`config.mk`:
```
export PLATFORM = sky130hd
export DESIGN_NAME = timer_compare_event_reset
export DESIGN_NICKNAME = d
export VERILOG_FILES = /design/src/core/timer_evt_pkg.sv /design/src/core/tick_prescaler.sv /design/src/core/timer_compare_event_reset.sv
export VERILOG_INCLUDE_DIRS = /design/src /design/src/core
export SDC_FILE = /design/constraint.sdc
export NUM_CORES = 1
export LEC_CHECK = 0
export ABC_AREA = 1
export BUFFER_PORTS_ARGS = -buffer_cell sky130_fd_sc_hd__buf_2
export CORE_ASPECT_RATIO = 1.1
export CORE_MARGIN = 10
export CORE_UTILIZATION = 50
export CTS_CLUSTER_SIZE = 12
export DETAILED_ROUTE_END_ITERATION = 16
export PLACE_DENSITY = 0.75
export SETUP_SLACK_MARGIN = 0.2
export SLEW_MARGIN = 30
export SYNTH_ARGS = -nofsm -noshare
export SYNTH_HDL_FRONTEND = slang
export SYNTH_SLANG_ARGS = --single-unit
```
`constraint.sdc`:
```
create_clock -name clk -period 5.3 [get_ports clk]
set_input_delay 1.06 -clock clk [delete_from_list [all_inputs] [get_ports clk]]
set_output_delay 1.06 -clock clk [all_outputs]
set_load 0.05 [all_outputs]
```
`src/core/timer_evt_defs.svh`:
```
`ifndef TIMER_EVT_DEFS_SVH
`define TIMER_EVT_DEFS_SVH

// ----------------------------------------------------------------------
// Register offsets on the plain register port
// ----------------------------------------------------------------------
`define OFS_COUNT_LO 3'h0
`define OFS_COUNT_HI 3'h1
`define OFS_CONTROL 3'h2
`define OFS_TBSEL 3'h3
`define OFS_FLAGS2 3'h4
`define OFS_ENABLES2 3'h5

// ----------------------------------------------------------------------
// Field positions and write masks
// ----------------------------------------------------------------------
`define BIT_RUN 0
`define BIT_WIDE 1
`define BIT_SYNC_DIS 2
`define BIT_PS_LO 4
`define BIT_PS_HI 5
`define BIT_CS_LO 6
`define BIT_CS_HI 7
`define BIT_OVF 1
`define BIT_TB_LO 0
`define BIT_TB_HI 1
`define CTRL_WMASK 8'hF7
`define TB_WMASK 8'h03

// ----------------------------------------------------------------------
// Values and reset values
// ----------------------------------------------------------------------
`define MODE_SPECIAL 4'hB
`define COUNT_MAX 16'hFFFF
`define COUNT_ZERO 16'h0000
`define COUNT_ONE 16'h0001
`define BYTE_ZERO 8'h00
`define DIV_LAST 2'h3
`define DIV_ONE 2'h1
`define DIV_ZERO 2'h0
`define PS_LIM_1 3'h0
`define PS_LIM_2 3'h1
`define PS_LIM_4 3'h3
`define PS_LIM_8 3'h7
`define PS_ZERO 3'h0
`define PS_ONE 3'h1

`endif

```
`src/core/timer_evt_pkg.sv`:
```
`include "timer_evt_defs.svh"

package timer_evt_pkg;

    // ------------------------------------------------------------------
    // Count source selection, taken from the two top control bits
    // ------------------------------------------------------------------
    typedef enum logic [1:0] {
        SRC_INSTR = 2'b00,
        SRC_SYS = 2'b01,
        SRC_EXT = 2'b10,
        SRC_RSVD = 2'b11
    } src_e;

    // Whole state of the timer block.
    typedef struct packed {
        logic [15:0] count;
        logic [7:0] hi_buf;
        logic [7:0] control;
        logic [7:0] tbsel;
        logic ovf_flag;
        logic ovf_en;
        logic [7:0] rdata;
        logic irq;
        logic adc_start;
        logic ext_prev;
        logic [1:0] instr_div;
    } timer_s;

    // Whole state of the prescaler.
    typedef struct packed {
        logic [2:0] cnt;
        logic tick;
    } presc_s;

endpackage

```
`src/core/tick_prescaler.sv`:
```
`timescale 1ns/100ps
`include "timer_evt_defs.svh"

// Divides count source pulses by 1, 2, 4 or 8 into one-cycle ticks.
module tick_prescaler (
    input wire logic clk,
    input wire logic sys_rst,
    input wire logic src_pulse,
    input wire logic restart,
    input wire logic [1:0] ratio_sel,
    output logic tick
);

    // ------------------------------------------------------------------
    // State
    // ------------------------------------------------------------------
    timer_evt_pkg::presc_s q; // Registered state.
    timer_evt_pkg::presc_s d; // Next state.

    // Last count value before a tick for each ratio.
    function automatic logic [2:0] ratio_limit(input logic [1:0] sel);
        logic [2:0] lim;
        case (sel)
            2'b00: lim = `PS_LIM_1;
            2'b01: lim = `PS_LIM_2;
            2'b10: lim = `PS_LIM_4;
            default: lim = `PS_LIM_8;
        endcase
        return lim;
    endfunction

    // Restart wins so that a count write starts a clean prescale period.
    always_comb begin
        d = q;
        d.tick = 1'b0;
        if (restart) begin
            d.cnt = `PS_ZERO;
        end else if (src_pulse) begin
            if (q.cnt >= ratio_limit(ratio_sel)) begin
                d.cnt = `PS_ZERO;
                d.tick = 1'b1;
            end else begin
                d.cnt = 3'(q.cnt + `PS_ONE);
            end
        end
    end

    // Register the whole state.
    always_ff @(posedge clk or posedge sys_rst) begin
        if (sys_rst) begin
            q <= '0;
        end else begin
            q <= d;
        end
    end

    assign tick = q.tick;

endmodule

```
`src/core/timer_compare_event_reset.sv`:
```
`timescale 1ns/100ps
`include "timer_evt_defs.svh"

module timer_compare_event_reset (
    input wire logic clk,
    input wire logic sys_rst,
    input wire logic [2:0] reg_addr,
    input wire logic [7:0] reg_wdata,
    input wire logic reg_wr,
    input wire logic reg_rd,
    output logic [7:0] reg_rdata,
    input wire logic count_in,
    input wire logic [3:0] unit_one_mode,
    input wire logic [15:0] unit_one_value,
    input wire logic [3:0] unit_two_mode,
    input wire logic [15:0] unit_two_value,
    input wire logic adc_enabled,
    output logic adc_start,
    output logic [15:0] count_value,
    output logic irq
);

    // ------------------------------------------------------------------
    // State and helper signals
    // ------------------------------------------------------------------
    timer_evt_pkg::timer_s q; // Registered state.
    timer_evt_pkg::timer_s d; // Next state.
    timer_evt_pkg::src_e src; // Selected count source.
    logic src_pulse; // One source event before prescaling.
    logic tick; // One counting increment.
    logic run; // Counting enabled.
    logic wide; // Buffered sixteen-bit access mode.
    logic cnt_wr; // Software write lands in the count this cycle.
    logic sync_ok; // Trigger clear is guaranteed in this mode.
    logic match_one; // Unit one special-event match.
    logic match_two; // Unit two special-event match.
    logic trig_one; // Unit one trigger that clears.
    logic trig_two; // Unit two trigger that clears.
    logic restart; // Prescaler restart.

    // ------------------------------------------------------------------
    // Decode functions
    // ------------------------------------------------------------------
    // Timebase select: 00 neither unit, 01 unit two only, 1x both units.
    function automatic logic uses_timer(input logic [1:0] sel, input logic unit_two);
        return sel[`BIT_TB_HI] | (sel[`BIT_TB_LO] & unit_two);
    endfunction

    // A unit fires when it uses this timer, is in special-event mode and
    // its compare value equals the count.
    function automatic logic unit_match(input logic [1:0] sel, input logic unit_two,
                                        input logic [3:0] mode, input logic [15:0] value,
                                        input logic [15:0] count);
        return uses_timer(sel, unit_two) && (mode == `MODE_SPECIAL) && (value == count);
    endfunction

    // Read data for one register; unmapped offsets read as zero.
    function automatic logic [7:0] read_mux(input logic [2:0] addr,
                                            input timer_evt_pkg::timer_s s,
                                            input logic wide_mode);
        logic [7:0] v;
        v = `BYTE_ZERO;
        case (addr)
            `OFS_COUNT_LO: v = s.count[7:0];
            `OFS_COUNT_HI: v = wide_mode ? s.hi_buf : s.count[15:8];
            `OFS_CONTROL: v = s.control;
            `OFS_TBSEL: v = s.tbsel;
            `OFS_FLAGS2: v[`BIT_OVF] = s.ovf_flag;
            `OFS_ENABLES2: v[`BIT_OVF] = s.ovf_en;
            default: v = `BYTE_ZERO;
        endcase
        return v;
    endfunction

    // ------------------------------------------------------------------
    // Source selection and trigger qualification
    // ------------------------------------------------------------------
    // The external input is taken as synchronous; a rising edge counts.
    always_comb begin
        src = timer_evt_pkg::src_e'(q.control[`BIT_CS_HI:`BIT_CS_LO]);
        run = q.control[`BIT_RUN];
        wide = q.control[`BIT_WIDE];
        case (src)
            timer_evt_pkg::SRC_INSTR: src_pulse = (q.instr_div == `DIV_LAST);
            timer_evt_pkg::SRC_SYS: src_pulse = 1'b1;
            timer_evt_pkg::SRC_EXT: src_pulse = count_in & ~q.ext_prev;
            default: src_pulse = 1'b0;
        endcase
        cnt_wr = reg_wr && ((reg_addr == `OFS_COUNT_LO) ||
                            ((reg_addr == `OFS_COUNT_HI) && !wide));
        // Unsynchronised clear skipped.
        // The clear is withheld rather than left racy, so its absence is
        // at least predictable for software.
        sync_ok = !((src == timer_evt_pkg::SRC_EXT) && q.control[`BIT_SYNC_DIS]);
        match_one = unit_match(q.tbsel[1:0], 1'b0, unit_one_mode, unit_one_value, q.count);
        match_two = unit_match(q.tbsel[1:0], 1'b1, unit_two_mode, unit_two_value, q.count);
        trig_one = match_one && sync_ok;
        trig_two = match_two && sync_ok;
        restart = !run || cnt_wr;
    end

    // ------------------------------------------------------------------
    // Prescaler
    // ------------------------------------------------------------------
    tick_prescaler u_prescaler (
        .clk(clk),
        .sys_rst(sys_rst),
        .src_pulse(src_pulse && run),
        .restart(restart),
        .ratio_sel(q.control[`BIT_PS_HI:`BIT_PS_LO]),
        .tick(tick)
    );

    // ------------------------------------------------------------------
    // Next-state logic
    // ------------------------------------------------------------------
    // Counting, register access and interrupt state all resolve here so
    // that their priorities are visible in one place.
    always_comb begin
        d = q;
        d.ext_prev = count_in;
        d.instr_div = (q.instr_div == `DIV_LAST) ? `DIV_ZERO : 2'(q.instr_div + `DIV_ONE);
        d.rdata = `BYTE_ZERO;
        d.adc_start = 1'b0;

        // Counting increment; a write below overrides the count.
        if (tick) begin
            if (trig_one || trig_two) begin
                d.count = `COUNT_ZERO;
            end else begin
                d.count = 16'(q.count + `COUNT_ONE);
                if (q.count == `COUNT_MAX) begin
                    d.ovf_flag = 1'b1;
                end
            end
            d.adc_start = trig_two && adc_enabled;
        end

        // Register writes.
        if (reg_wr) begin
            case (reg_addr)
                `OFS_COUNT_LO: begin
                    if (wide) begin
                        d.count = {q.hi_buf, reg_wdata};
                    end else begin
                        d.count[7:0] = reg_wdata;
                    end
                end
                `OFS_COUNT_HI: begin
                    // Buffered mode holds the high byte until the low write.
                    if (wide) begin
                        d.hi_buf = reg_wdata;
                    end else begin
                        d.count[15:8] = reg_wdata;
                    end
                end
                `OFS_CONTROL: begin
                    d.control = reg_wdata & `CTRL_WMASK;
                end
                `OFS_TBSEL: begin
                    d.tbsel = reg_wdata & `TB_WMASK;
                end
                `OFS_FLAGS2: begin
                    // Write one to clear; a same-cycle overflow still wins.
                    if (reg_wdata[`BIT_OVF] && !(tick && !trig_one && !trig_two &&
                                                 (q.count == `COUNT_MAX))) begin
                        d.ovf_flag = 1'b0;
                    end
                end
                `OFS_ENABLES2: begin
                    d.ovf_en = reg_wdata[`BIT_OVF];
                end
                default: begin
                    // Unmapped writes are ignored.
                end
            endcase
        end

        // Register reads; a low-byte read in buffered mode snaps the high byte.
        if (reg_rd) begin
            d.rdata = read_mux(reg_addr, q, wide);
            if (wide && (reg_addr == `OFS_COUNT_LO)) begin
                d.hi_buf = q.count[15:8];
            end
        end

        d.irq = d.ovf_flag && d.ovf_en;
    end

    // ------------------------------------------------------------------
    // State register
    // ------------------------------------------------------------------
    always_ff @(posedge clk or posedge sys_rst) begin
        if (sys_rst) begin
            q <= '0;
        end else begin
            q <= d;
        end
    end

    // Every output is a field of the registered state.
    assign reg_rdata = q.rdata;
    assign adc_start = q.adc_start;
    assign count_value = q.count;
    assign irq = q.irq;
endmodule

```
== Word level (Yosys, flattened, before mapping) ==
Cells that the tools add are included.
Word-level totals
  register bits: 52
  input bits: 57
  logic and storage cells: 102
Cells by class
  add/subtract/negate cells: 3
  order comparisons: 1
  equal/unequal tests: 15
  muxes and demuxes: 35
  bitwise gates (word level): 3
  reduce and logical (&&, ||, !) cells: 32
Operator list (count)
  8-bit 2-to-1 mux: 10
  42-bit 2-to-1 mux: 1
  16-bit == test: 2
  16-bit 2-to-1 mux: 2
  6-bit one-hot mux with 3 select lines: 1
  1-bit logical AND: 17
  16-bit by 1-bit adder with 16-bit output, second input constant: 1
  16-bit == test, second input constant: 1
  8-bit one-hot mux with 2 select lines: 1
  3-bit 2-to-1 mux: 4
  1-bit 2-to-1 mux: 9
  3-bit one-hot mux with 3 select lines: 1
  4-bit == test, second input constant: 2
  2-bit == test, second input constant: 3
  3-bit by 2-bit == test with 1-bit output, second input constant: 2
  3-bit == test, second input constant: 2
  1-bit logical NOT: 6
  1-bit one-hot mux with 6 select lines: 1
  2-bit by 1-bit == test with 1-bit output, second input constant: 2
  2-bit logical NOT: 2
  2-bit 2-to-1 mux: 2
  4-bit 2-to-1 mux: 1
  1-bit one-hot mux with 4 select lines: 1
  2-bit AND reduction: 2
  11 further kinds: 13

== Depth between registers and ports, before layout ==
Gate-level depths: netlist of the first run.
  word-level depth: 15
  depth in mapped cells: 14

== Cells and area by module ==
A second synthesis of the first run with hierarchy kept.
Unflattened totals
  cells, all modules: 639
  area, all modules: 4121.5 um2
By module, submodules not included
  timer_compare_event_reset: instances 1, cells an instance 596, area each 3832.4 um2
  tick_prescaler: instances 1, cells an instance 43, area each 289.0 um2

== Worst setup path before layout of the first run ==
OpenSTA, ideal clock, no wires.
  kind: input -> register
  start point: in unit_two_value[8]
  end point: reg q (netlist bit count_value[10])
  setup time: 145 ps
  arrival: 2032 ps
  data required time: 5155 ps
  path slack: 3123 ps
  stages: 12
  buffers on the path: 1
  cells stage by stage: inv_1 > nand2_1 > nand2_1 > nor2_1 > nand2_1 > nor2_1 > nand3_1 > nand2_2 > nand2_2 > buf_2 > nand4_1 > o221ai_1
RTL lines
  start: declaration: line timer_compare_event_reset.sv:16  | input wire logic [15:0] unit_two_value,
  end signal: assignment: line timer_compare_event_reset.sv:195  | q <= '0;
  end signal: assignment: line timer_compare_event_reset.sv:197  | q <= d;
  end: declaration: line timer_compare_event_reset.sv:26  | timer_evt_pkg::timer_s q;

==> results of run 1 <==
==> registers in the layout, summed over array words and instances, names as in the netlist <==
signal	flops
q	22
count_value	16
reg_rdata	8
u_prescaler.q	3
adc_start	1
irq	1
u_prescaler.tick	1
==> layout make-up <==
class	instances	area, sq um	area share, %
multi-input cells	360	1812	44.62
inverters	83	311.5	7.673
flip-flops and latches	52	1301	32.05
clock buffers	5	68.82	1.695
well taps	85	106.4	2.619
repair buffers	83	417.9	10.29
clock inverters	3	42.54	1.048
==> routing by layer <==
layer / part of all wire (%) / up-vias / GRT usage, %
met5: 0 / - / 0
met4: 2.4 / 0 / 6.175
met3: 12 / 29 / 5.461
met2: 45 / 199 / 32.21
met1: 41 / 1653 / 27.16
li1: - / 1784 / -
==> where the power goes <==
part	internal, mW	total, mW	switching (mW)
registers	0.481	0.612	0.131
logic	0.174	0.587	0.413
clock network	0.140	0.276	0.136
total	0.795	1.47	0.680
==> Yosys cell counts (3+ instances only) <==
library cell,number
nor2_1,50
xor2_1,11
buf_2,4
a31oi_1,9
inv_1,77
dfrtp_1,52
nor2_2,3
nand2_2,4
ha_1,6
o22ai_1,5
o21ai_0,32
a21oi_1,12
nand3_1,22
nand2_1,154
buf_4,25
nand3_2,3
inv_2,5
nor2_4,4
o211ai_1,3
o221ai_1,8
nor3_1,5
nand4_1,12
clkbuf_1,5
==> logic make-up (layout without fill, tap and decap cells) <==
| kind of cell | Yosys count | count (layout) | share of synthesized area, % |
|---|---|---|---|
| buf+inv | 117 | 174 | 14.74 |
| simple gates | 263 | 263 | 31.29 |
| flops | 52 | 52 | 35.64 |
| fa+ha+maj | 6 | 6 | 2.056 |
| compound gates | 80 | 80 | 13.64 |
| xor+xnor | 11 | 11 | 2.639 |
==> final timing paths <==
path	startpoint	endpoint	slack [ns]	cells after the start
setup / recovery	reg_addr[0]	q[38]$_DFF_PP0_	2.63	8
hold / removal	q[0]$_DFF_PP0_	q[0]$_DFF_PP0_	0.43	1
setup reg to reg	count_value[9]$_DFF_PP0_	count_value[14]$_DFF_PP0_	3.00	11
hold reg to reg	q[0]$_DFF_PP0_	q[0]$_DFF_PP0_	0.43	1
max in group asynchronous	sys_rst	q[23]$_DFFE_PP0P_	3.92	3
min in group asynchronous	sys_rst	q[14]$_DFF_PP0_	0.91	3
==> critical path, cell delays in order <==
cell     delay, ns
buf_2         0.15
inv_2         0.07
nor3_2        0.25
inv_2         0.14
nor2_1        0.53
nand2_1       0.38
nand2_1       0.16
a31oi_1       0.09
==> metrics by stage <==
stage	setup slack, ns	power (mW)	hold slack (ns)	std cells	instance area [sq um]
after floorplan	2.982	1.057	0.4031	529	3651
after global placement	2.488	1.190	0.4121	663	3949
after detailed placement	2.325	1.198	0.4199	663	3949
after CTS	2.673	1.473	0.4321	671	4060
after global routing	2.536	1.562	0.4657	671	4060
final	2.631	1.475	0.4299	671	4060
==> metrics, run 1 <==
post-synth top area cell=dfrtp_1; EDFF count, synth=0; first-pass GRT wire length=~18000 microns; ys flop type=dfrtp_1; die width=roughly 100 microns; synth warn=0; Cell Pwr Density=~360 nW/um^2; Max-Cap Viols=0; status=finished clean; drt first pass iters=5; most frequent cells in the layout=nand2_1, buf_2, inv_1, dfrtp_1, nor2_1; WS Path Type=in2reg; Placer Congestion=around 0.94; ranking of synthesized cells by area=dfrtp_1, nand2_1, inv_1; FILL cells=~710; Worst Setup End Kind=register; Tot GR Track Use=around 21%; Resize count post-CTS=0; CTS max path bufs=2; Slew headroom=a little over half; clock latency on the worst-skew pair=between 0.3 and 0.4 ns; final hold violation count=0; hpwl dp=~9400 microns; Post-synth ARST share=100.0%; DIE AREA=between 10000 and 15000 sq um; Avg Cell Area, Syn=just under 7 sq um; largest net degree at the start of global routing=53; DR vias=between 3000 and 4000; cells after synthesis=roughly 530; fin crit period=roughly 2.7 ns; Cell variety after synth=37; Core Rows=32; vias in the first global route=3400; Max IR drop VDD=0.0001934 V; DRC viols=0; startpoint types=input pin; Post-CTS Setup Bufs=0; Layout Area Growth over Synthesis=11.21%; Setup TNS=0 ns; CTS clk-pin slew, worst paths=0.10 ns; Clock Tree Root=clkbuf_8; leakage power=roughly 2.2 nW; Core Footprint=about 7000 sq um; commonest non-fill, non-tap cell in the layout=nand2_1; Num CTS Buffers=5; wire length per cell=~18 microns; Final Max Slew Viols=0; GRT overflow=0; post-synth net total=592; DIE HEIGHT=between 100 and 150 microns; Final Setup Violations=0; fmax=approximately 370 MHz; share of layout cells above drive strength 1=19.62%; Hold Crit Class=reg2reg; RSZ-0062 raised after global routing=no; antenna violations before repair=0; Initial Util=between 50% and 60%; Yosys reg bits=52; # diodes=0; drt initial violations=about 320; # H-tree levels=2; CTS tree=done; vias per cell=~5.5; final core utilization=~58%; largest fanout on the critical path=11; worst-margin pin slew=approximately 0.7 ns; I/O Pins=83; post-synthesis sequential area ratio=around 36%; fin nets=between 600 and 700; DRT Wirelength=11750 microns; Worst EP arrival=about 2.8 ns; Mapped Area=between 3000 and 4000 sq um; hold buffers post-CTS=0; top-area cell type share of the netlist area=35.64%; ANT nets after route=0; Port Buffers=82; clock sinks=52; Max Clock Skew=~0.013 ns; period utilisation layout=~50%; CP required=5.47 ns
No activity file was read; power rests on OpenSTA's default activity.
==> run 2: changes to the inputs <==
--- a/config.mk
+++ b/config.mk
@@ -6,14 +6,14 @@
 export SDC_FILE = /design/constraint.sdc
 export NUM_CORES = 1
 export LEC_CHECK = 0
-export ABC_AREA = 1
+export ABC_AREA = 0
 export BUFFER_PORTS_ARGS = -buffer_cell sky130_fd_sc_hd__buf_2
 export CORE_ASPECT_RATIO = 1.1
 export CORE_MARGIN = 10
-export CORE_UTILIZATION = 50
+export CORE_UTILIZATION = 49
 export CTS_CLUSTER_SIZE = 12
 export DETAILED_ROUTE_END_ITERATION = 16
-export PLACE_DENSITY = 0.75
+export PLACE_DENSITY = 0.77
 export SETUP_SLACK_MARGIN = 0.2
 export SLEW_MARGIN = 30
 export SYNTH_ARGS = -nofsm -noshare
==> constraint.sdc (replaced) <==
create_clock -name clk -period 2.2 [get_ports clk]
set_input_delay 0.44 -clock clk [delete_from_list [all_inputs] [get_ports clk]]
set_output_delay 0.44 -clock clk [all_outputs]
set_load 0.05 [all_outputs]
==> run 2 against run 1 <==
Routed wire length down 17%. Critical path type is now reg2reg. Design area down 1.5%. Count of clock-buffer cells in the layout up 1. Largest cell class unchanged. First-iteration DRC count down 28%. Critical endpoint is now count_value[8]$_DFF_PP0_. Synthesized area down 3.1%.
==> metrics, run 2 <==
Finished Cell Area=3998 sq um (was 4060 sq um); fin crit period=1.925 ns; synth warn=0 (unchanged); DIE AREA=11020 sq um (was 11120 sq um); Slowest Stage Delay on Critical Path=0.50 ns (was 0.53 ns); DIE HEIGHT=109.1 microns (was 109.6 microns); startpoint types=register (was input pin); Worst Setup End Kind=register (unchanged); DRT Wirelength=9751 microns (was 11750 microns); Final Setup Violations=0 (unchanged); Post-Synth XOR/XNOR Area=11.14% (was 2.639%); ANT nets after route=0 (unchanged); adder-cell share of the synthesized area=2.122% (was 2.056%); fmax=~520 MHz; Hold Crit Class=in2async (was reg2reg); leakage power=1.781 nW (was 2.210 nW); Power Total=4.084 mW (was 1.475 mW); slowest stage cell on the critical path=dfrtp_2 (was nor2_1); Port Buffers=82 (unchanged); WS Path Type=reg2reg (was in2reg); Core Rows=32 (unchanged); Core Footprint=7007 sq um (was 7047 sq um); period utilisation layout=87.49%; Reg-to-Reg Start=count_value[11]$_DFF_PP0_ (was count_value[9]$_DFF_PP0_); Num CTS Buffers=5 (unchanged); antenna violations before repair=0 (unchanged); RSZ-0062 raised after global routing=no (unchanged); # diodes=0 (unchanged); fin nets=511 (was 648); Post-synth ARST share=100.0% (unchanged); Comb power frac=48.4% (was 39.8%); commonest non-fill, non-tap cell in the layout=buf_2 (was nand2_1); sequential power share=39.1% (was 41.5%); vias in the first global route=3002 (was 3400); hold buffers post-CTS=0 (unchanged); CTS clk-pin slew, worst paths=0.09 ns (was 0.10 ns); max reg flops=22 (unchanged); Setup TNS=0 ns (unchanged); top post-synthesis cells by count=dfrtp_1, nor2_1, nand2_1, buf_4, xor2_1 (was nand2_1, inv_1, dfrtp_1, nor2_1, o21ai_0); clock sinks=52 (unchanged); r2r setup slk=0.28 ns (was 3.00 ns); Yosys reg bits=52 (unchanged); ys flop type=dfrtp_1 (unchanged); R2R depth=7 (was 11); Avg Cell Area, Syn=9.120 sq um (was 6.902 sq um); Slew headroom=60.47% (was 53.01%); die width=101.0 microns (was 101.5 microns); I/O Pins=83 (unchanged); mux cell area share after synthesis=7.992% (was 0%); Mapped Area=3538 sq um (was 3651 sq um); WHS=0.1976 ns (was 0.4299 ns); Initial Util=50.50% (was 51.81%); post-synthesis sequential area ratio=36.78% (was 35.64%); Cell Pwr Density=1022 nW/um^2 (was 363.2 nW/um^2); DRC viols=0 (unchanged); most frequent cell after synthesis=dfrtp_1 (was nand2_1); Clock Tree Root=clkbuf_8 (unchanged); first-pass GRT wire length=15320 microns (was 18080 microns); # H-tree levels=2 (unchanged); Max-Cap Viols=0 (unchanged); clock latency on the worst-skew pair=0.30 ns (was 0.31 ns); Switch Pwr=1.883 mW (was 679.9 uW); worst-path cell chain=xnor2_2 -> or2b_1 -> nor4_2 -> nand4_1 -> a21oi_2 -> buf_4 -> o32ai_1 (was buf_2 -> inv_2 -> nor3_2 -> inv_2 -> nor2_1 -> nand2_1 -> nand2_1 -> a31oi_1); Layout Area Growth over Synthesis=12.98% (was 11.21%); top-area cell type share of the netlist area=36.78% (was 35.64%); status=finished clean (unchanged); GRT overflow=0 (unchanged); post-synth net total=451 (was 592); DR vias=3014 (was 3665); CTS tree=done (unchanged); Clock power frac=12.6% (was 18.7%); ranking of synthesized cells by area=dfrtp_1, xor2_1, buf_4 (was dfrtp_1, nand2_1, inv_1); drt initial violations=233 (was 324); EDFF count, synth=0 (unchanged); drt first pass iters=5 (unchanged); post-synth top area cell=dfrtp_1 (unchanged); Final Non-Filler Cells=533 (was 671); final hold violation count=0 (unchanged); vias per cell=5.655 (was 5.462); wire length per cell=18.29 microns (was 17.51 microns); worst-margin pin slew=0.5921 ns (was 0.7027 ns); placed cell areas=3877 sq um (was 3949 sq um); Max IR drop VDD=0.0007262 V (was 0.0001934 V); most frequent cells in the layout=buf_2, dfrtp_1, nor2_1, nand2_1, xor2_1 (was nand2_1, buf_2, inv_1, dfrtp_1, nor2_1); hpwl dp=7692 microns (was 9379 microns); Placer Congestion=0.9585 (was 0.9395); placed cells=524 (was 663); CP required=2.38 ns (was 5.47 ns); Largest Register=q (unchanged); share of layout cells above drive strength 1=31.03% (was 19.62%); largest net degree at the start of global routing=28 (was 53); Post-Synth Simple-Gate Area=19.94% (was 31.29%); main combinational cell family by area after synthesis=simple AND/OR/NAND/NOR gates (unchanged); Worst EP arrival=2.10 ns (was 2.84 ns); complex-gate fraction of the synthesized area=11.99% (was 13.64%); Max Clock Skew=0.006402 ns (was 0.01316 ns); Sw Ratio=46.12% (was 46.11%); internal cell power=2.200 mW (was 794.7 uW); Final Max Slew Viols=0 (unchanged); cells after synthesis=388 (was 529); CTS max path bufs=2 (unchanged); Cell variety after synth=52 (was 37); RR Endpoint=count_value[8]$_DFF_PP0_ (was count_value[14]$_DFF_PP0_); largest fanout on the critical path=13 (was 11); Tot GR Track Use=17.17% (was 20.56%)
-- run 2: worst max-delay path by stage --
| stage | startpoint | to | slack, ns | cells after the start |
|---|---|---|---|---|
| 2_1_floorplan | q[28]$_DFFE_PP0P_ | u_prescaler.q[3]$_DFFE_PP0P_ | 0.43 | 8 |
| 3_3_place_gp | unit_one_mode[2] | count_value[15]$_DFF_PP0_ | 0.29 | 8 |
| 3_5_place_dp | count_value[3]$_DFF_PP0_ | count_value[14]$_DFF_PP0_ | 0.21 | 5 |
| 4_1_cts | q[28]$_DFFE_PP0P_ | u_prescaler.q[3]$_DFFE_PP0P_ | 0.23 | 8 |
| 5_1_grt | count_value[11]$_DFF_PP0_ | count_value[11]$_DFF_PP0_ | 0.21 | 7 |
| 6_report | count_value[11]$_DFF_PP0_ | count_value[8]$_DFF_PP0_ | 0.28 | 7 |
-- run 2: final cells by class --
cell class                      instances  area, sq um
Sequential cell                        52         1311
Clock inverter                          1        5.005
Multi-Input combinational cell        280         1899
Timing Repair Buffer                  103        580.6
Clock buffer                            6        72.57
Inverter                                6        22.52
Fill cell                             627         3009
Tap cell                               85        106.4
-- run 2: metal layers --
metal  up-vias  track usage, %  part of all wire [%]
met5         -               0                     0
met4         0           5.378                   1.8
met3        19           4.557                   9.6
met2       143           29.27                    47
met1      1399           20.63                    41
li1       1453               -                     -
-- run 2: logic make-up (layout without fill, tap and decap cells) --
| group | Yosys count | in the layout |
|---|---|---|
| xor gates and xnor gates | 45 | 45 |
| muxes | 27 | 27 |
| and+or+nand+nor | 138 | 138 |
| AOI/OAI and AO/OA | 64 | 64 |
| adders and majority gates | 6 | 6 |
| DFF | 52 | 52 |
| buffers and inverters | 56 | 116 |
-- run 2: timing repair --
item                       CTS  global route
gates resized for setup      1            11
pin swaps                    0             1
hold endpoints to repair     0             0
buffers inserted             0             2
setup endpoints to repair    1            16
-- run 2: metrics by stage --
stage | util, % | setup slack [ns]
4_1_cts | 56.52 | 0.2257
6_report | 57.05 | 0.2752
3_3_place_gp | 55.34 | 0.2878
3_5_place_dp | 55.34 | 0.2097
2_1_floorplan | - | 0.4338
5_1_grt | 57.05 | 0.2145
-- run 2: critical path, delay by kind of cell (launching register included) --
kind                   cells  cell delay [ns]
buffers and inverters      1             0.21
AND/OR/NAND/NOR            3             0.60
flip-flops                 1             0.50
AO/OA/AOI/OAI              2             0.28
XOR/XNOR                   1             0.21
-- run 2: power groups by stage --
stage,logic [mW],registers (mW),clock network (mW)
6_report,1.97,1.60,0.513
5_1_grt,2.14,1.63,0.576
4_1_cts,1.95,1.58,0.535
3_5_place_dp,1.94,1.60,0
3_3_place_gp,1.91,1.58,0
2_1_floorplan,1.86,1.36,0
==> run 3: changes to the inputs <==
--- a/config.mk
+++ b/config.mk
@@ -8,12 +8,14 @@
 export LEC_CHECK = 0
 export ABC_AREA = 0
 export BUFFER_PORTS_ARGS = -buffer_cell sky130_fd_sc_hd__buf_2
+export CAP_MARGIN = 10
 export CORE_ASPECT_RATIO = 1.1
 export CORE_MARGIN = 10
-export CORE_UTILIZATION = 49
+export CORE_UTILIZATION = 50
 export CTS_CLUSTER_SIZE = 12
 export DETAILED_ROUTE_END_ITERATION = 16
-export PLACE_DENSITY = 0.77
+export MAX_ROUTING_LAYER = met4
+export PLACE_DENSITY = 0.75
 export SETUP_SLACK_MARGIN = 0.2
 export SLEW_MARGIN = 30
 export SYNTH_ARGS = -nofsm -noshare
==> constraint.sdc (replaced) <==
create_clock -name clk -period 1.88 [get_ports clk]
set_input_delay 0.376 -clock clk [delete_from_list [all_inputs] [get_ports clk]]
set_output_delay 0.376 -clock clk [all_outputs]
set_load 0.05 [all_outputs]
==> run 3 against run 2 <==
Hold slack got worse by 0.10 ns. Clock skew rose by 0.0011 ns. Critical endpoint is now count_value[15]$_DFF_PP0_. Via count rose by 4.8%. Sequential cell count did not move. Sequential power rose by 9%. Setup slack got worse by 0.18 ns. Utilization rose by 5.2 points. Count of clock-buffer cells in the layout did not move.
==> metrics, run 3 (same netlist as run 2, synthesis figures left out) <==
r2r setup slk=0.1 ns (was 0.28 ns); max reg flops=22 (unchanged); first-pass GRT wire length=16150 microns (was 15320 microns); drt first pass iters=5 (unchanged); fmax=561.2 MHz (was 519.5 MHz); Slowest Stage Delay on Critical Path=0.47 ns (was 0.50 ns); fin nets=531 (was 511); Layout Area Growth over Synthesis=22.63% (was 12.98%); Core Rows=32 (unchanged); RR Endpoint=count_value[15]$_DFF_PP0_ (was count_value[8]$_DFF_PP0_); wire length per cell=18.74 microns (was 18.29 microns); Initial Util=50.79% (was 50.50%); final hold violation count=0 (unchanged); Max IR drop VDD=0.0007773 V (was 0.0007262 V); Final Max Slew Viols=0 (unchanged); Max Clock Skew=0.007456 ns (was 0.006402 ns); Cell Pwr Density=1215 nW/um^2 (was 1022 nW/um^2); Clock Tree Root=clkbuf_8 (unchanged); leakage power=1.942 nW (was 1.781 nW); Placer Congestion=0.9720 (was 0.9585); met2 WL=5240 microns (was 4618 microns); WL met1=4131 microns (was 4021 microns); vias per cell=5.700 (was 5.655); pre-CTS WS=0.007581 ns (was 0.2097 ns); Core Footprint=6967 sq um (was 7007 sq um); RSZ-0062 raised after global routing=yes (was no); antenna violations before repair=0 (unchanged); Final Setup Violations=0 (unchanged); Largest Register=q (unchanged); CTS tree=done (unchanged); Reg-to-Reg Start=count_value[4]$_DFF_PP0_ (was count_value[11]$_DFF_PP0_); clock sinks=52 (unchanged); hpwl dp=7823 microns (was 7692 microns); Setup WS post-layout=0.09810 ns (was 0.2752 ns); vias in the first global route=3201 (was 3002); DR vias=3158 (was 3014); WS Path Type=reg2reg (unchanged); fin crit period=1.782 ns (was 1.925 ns); # H-tree levels=2 (unchanged); Slew headroom=76.35% (was 60.47%); DIE AREA=10850 sq um (was 11020 sq um); slowest stage cell on the critical path=dfrtp_1 (was dfrtp_2); DR top layer=met4 (unchanged); Power Total=5.271 mW (was 4.084 mW); period utilisation layout=94.78% (was 87.49%); Tot GR Track Use=19.01% (was 17.17%); placed cell areas=3995 sq um (was 3877 sq um); die width=100.2 microns (was 101.0 microns); CP required=2.06 ns (was 2.38 ns); worst-margin pin slew=0.3529 ns (was 0.5921 ns); Worst Setup End Kind=register (unchanged); DRC viols=0 (unchanged); largest fanout on the critical path=13 (unchanged); met3 wire len=764 microns (was 940 microns); ANT nets after route=0 (unchanged); R2R depth=7 (unchanged); Finished Cell Area=4339 sq um (was 3998 sq um); I/O Pins=83 (unchanged); sequential standard cell area=1308 sq um (was 1311 sq um); commonest non-fill, non-tap cell in the layout=buf_2 (unchanged); DIE HEIGHT=108.2 microns (was 109.1 microns); # diodes=0 (unchanged); area of the multi-input gates=2063 sq um (was 1899 sq um); Num CTS Buffers=5 (unchanged); CTS max path bufs=2 (unchanged); Worst EP arrival=1.97 ns (was 2.10 ns); clock latency on the worst-skew pair=0.31 ns (was 0.30 ns); share of layout cells above drive strength 1=37.95% (was 31.03%); largest net degree at the start of global routing=53 (was 28); most frequent cells in the layout=buf_2, dfrtp_1, buf_4, nor2_1, nand2_1 (was buf_2, dfrtp_1, nor2_1, nand2_1, xor2_1); FILL cells=582 (was 627); drt initial violations=222 (was 233); Port Buffers=82 (unchanged); Max-Cap Viols=0 (unchanged); worst-path cell chain=xnor2_1 -> nand4_1 -> nor3_1 -> nand3_1 -> a21oi_2 -> buf_12 -> o32ai_1 (was xnor2_2 -> or2b_1 -> nor4_2 -> nand4_1 -> a21oi_2 -> buf_4 -> o32ai_1); CTS clk-pin slew, worst paths=0.10 ns (was 0.09 ns); Hold Crit Class=in2async (unchanged); startpoint types=register (unchanged); DRT Wirelength=10380 microns (was 9751 microns); status=finished clean (unchanged); GRT overflow=0 (unchanged)
[run 3: how the worst max path moves through the flow]
| stage | startpoint | to | slack [ns] | cells past startpoint |
|---|---|---|---|---|
| 2_1_floorplan | count_value[11]$_DFF_PP0_ | count_value[11]$_DFF_PP0_ | 0.19 | 8 |
| 3_5_place_dp | count_value[1]$_DFF_PP0_ | count_value[14]$_DFF_PP0_ | 0.008 | 7 |
| 5_1_grt | count_value[11]$_DFF_PP0_ | count_value[12]$_DFF_PP0_ | -0.01 | 8 |
| 6_report | count_value[4]$_DFF_PP0_ | count_value[15]$_DFF_PP0_ | 0.1 | 7 |
| 3_3_place_gp | unit_one_value[9] | count_value[9]$_DFF_PP0_ | 0.04 | 8 |
| 4_1_cts | count_value[0]$_DFF_PP0_ | count_value[9]$_DFF_PP0_ | 0.09 | 7 |
[run 3: worst max-delay path, delay by kind of cell (launching register included)]
kind | cells | cell delay (ns)
AO/OA/AOI/OAI | 2 | 0.30
XOR/XNOR | 1 | 0.21
buffers and inverters | 1 | 0.16
flip-flops | 1 | 0.47
AND/OR/NAND/NOR | 3 | 0.49
[run 3: stage by stage]
stage	instances	utilization (%)	hold slack, ns	TNS [ns]
floorplan	388	-	0.4031	0
global placement	534	57.35	0.4142	0
detailed placement	534	57.35	0.4430	0
CTS	551	60.40	0.1156	0
global route	554	62.28	0.1051	-0.02891
finish	554	62.28	0.09348	0
[run 3: layout make-up]
cell class | count | area share (%)
sequential | 52 | 30.13
clock buffer | 6 | 1.903
timing repair buffer | 123 | 17.21
multi-input combinational | 280 | 47.55
clock inverter | 2 | 0.2307
tap | 85 | 2.451
inverter | 6 | 0.5190
[run 3: per-layer routing]
layer  global-route usage, %  vias up
met5                       -        -
met4                   7.071        0
met1                   21.32     1508
li1                        -     1493
met2                   31.62      135
met3                   5.233       22
[run 3: where the power goes]
part | internal (mW) | switching [mW] | leakage [nW]
clock network | 0.295 | 0.376 | 0.0510
registers | 1.42 | 0.327 | 0.643
logic | 1.17 | 1.69 | 1.25
[run 3: repair_timing]
action,4_1_cts,5_1_grt
gates resized for setup,13,22
setup endpoints to repair,21,22
gates cloned,0,0
hold buffers,0,0
setup buffers,9,3
pin swaps,13,11
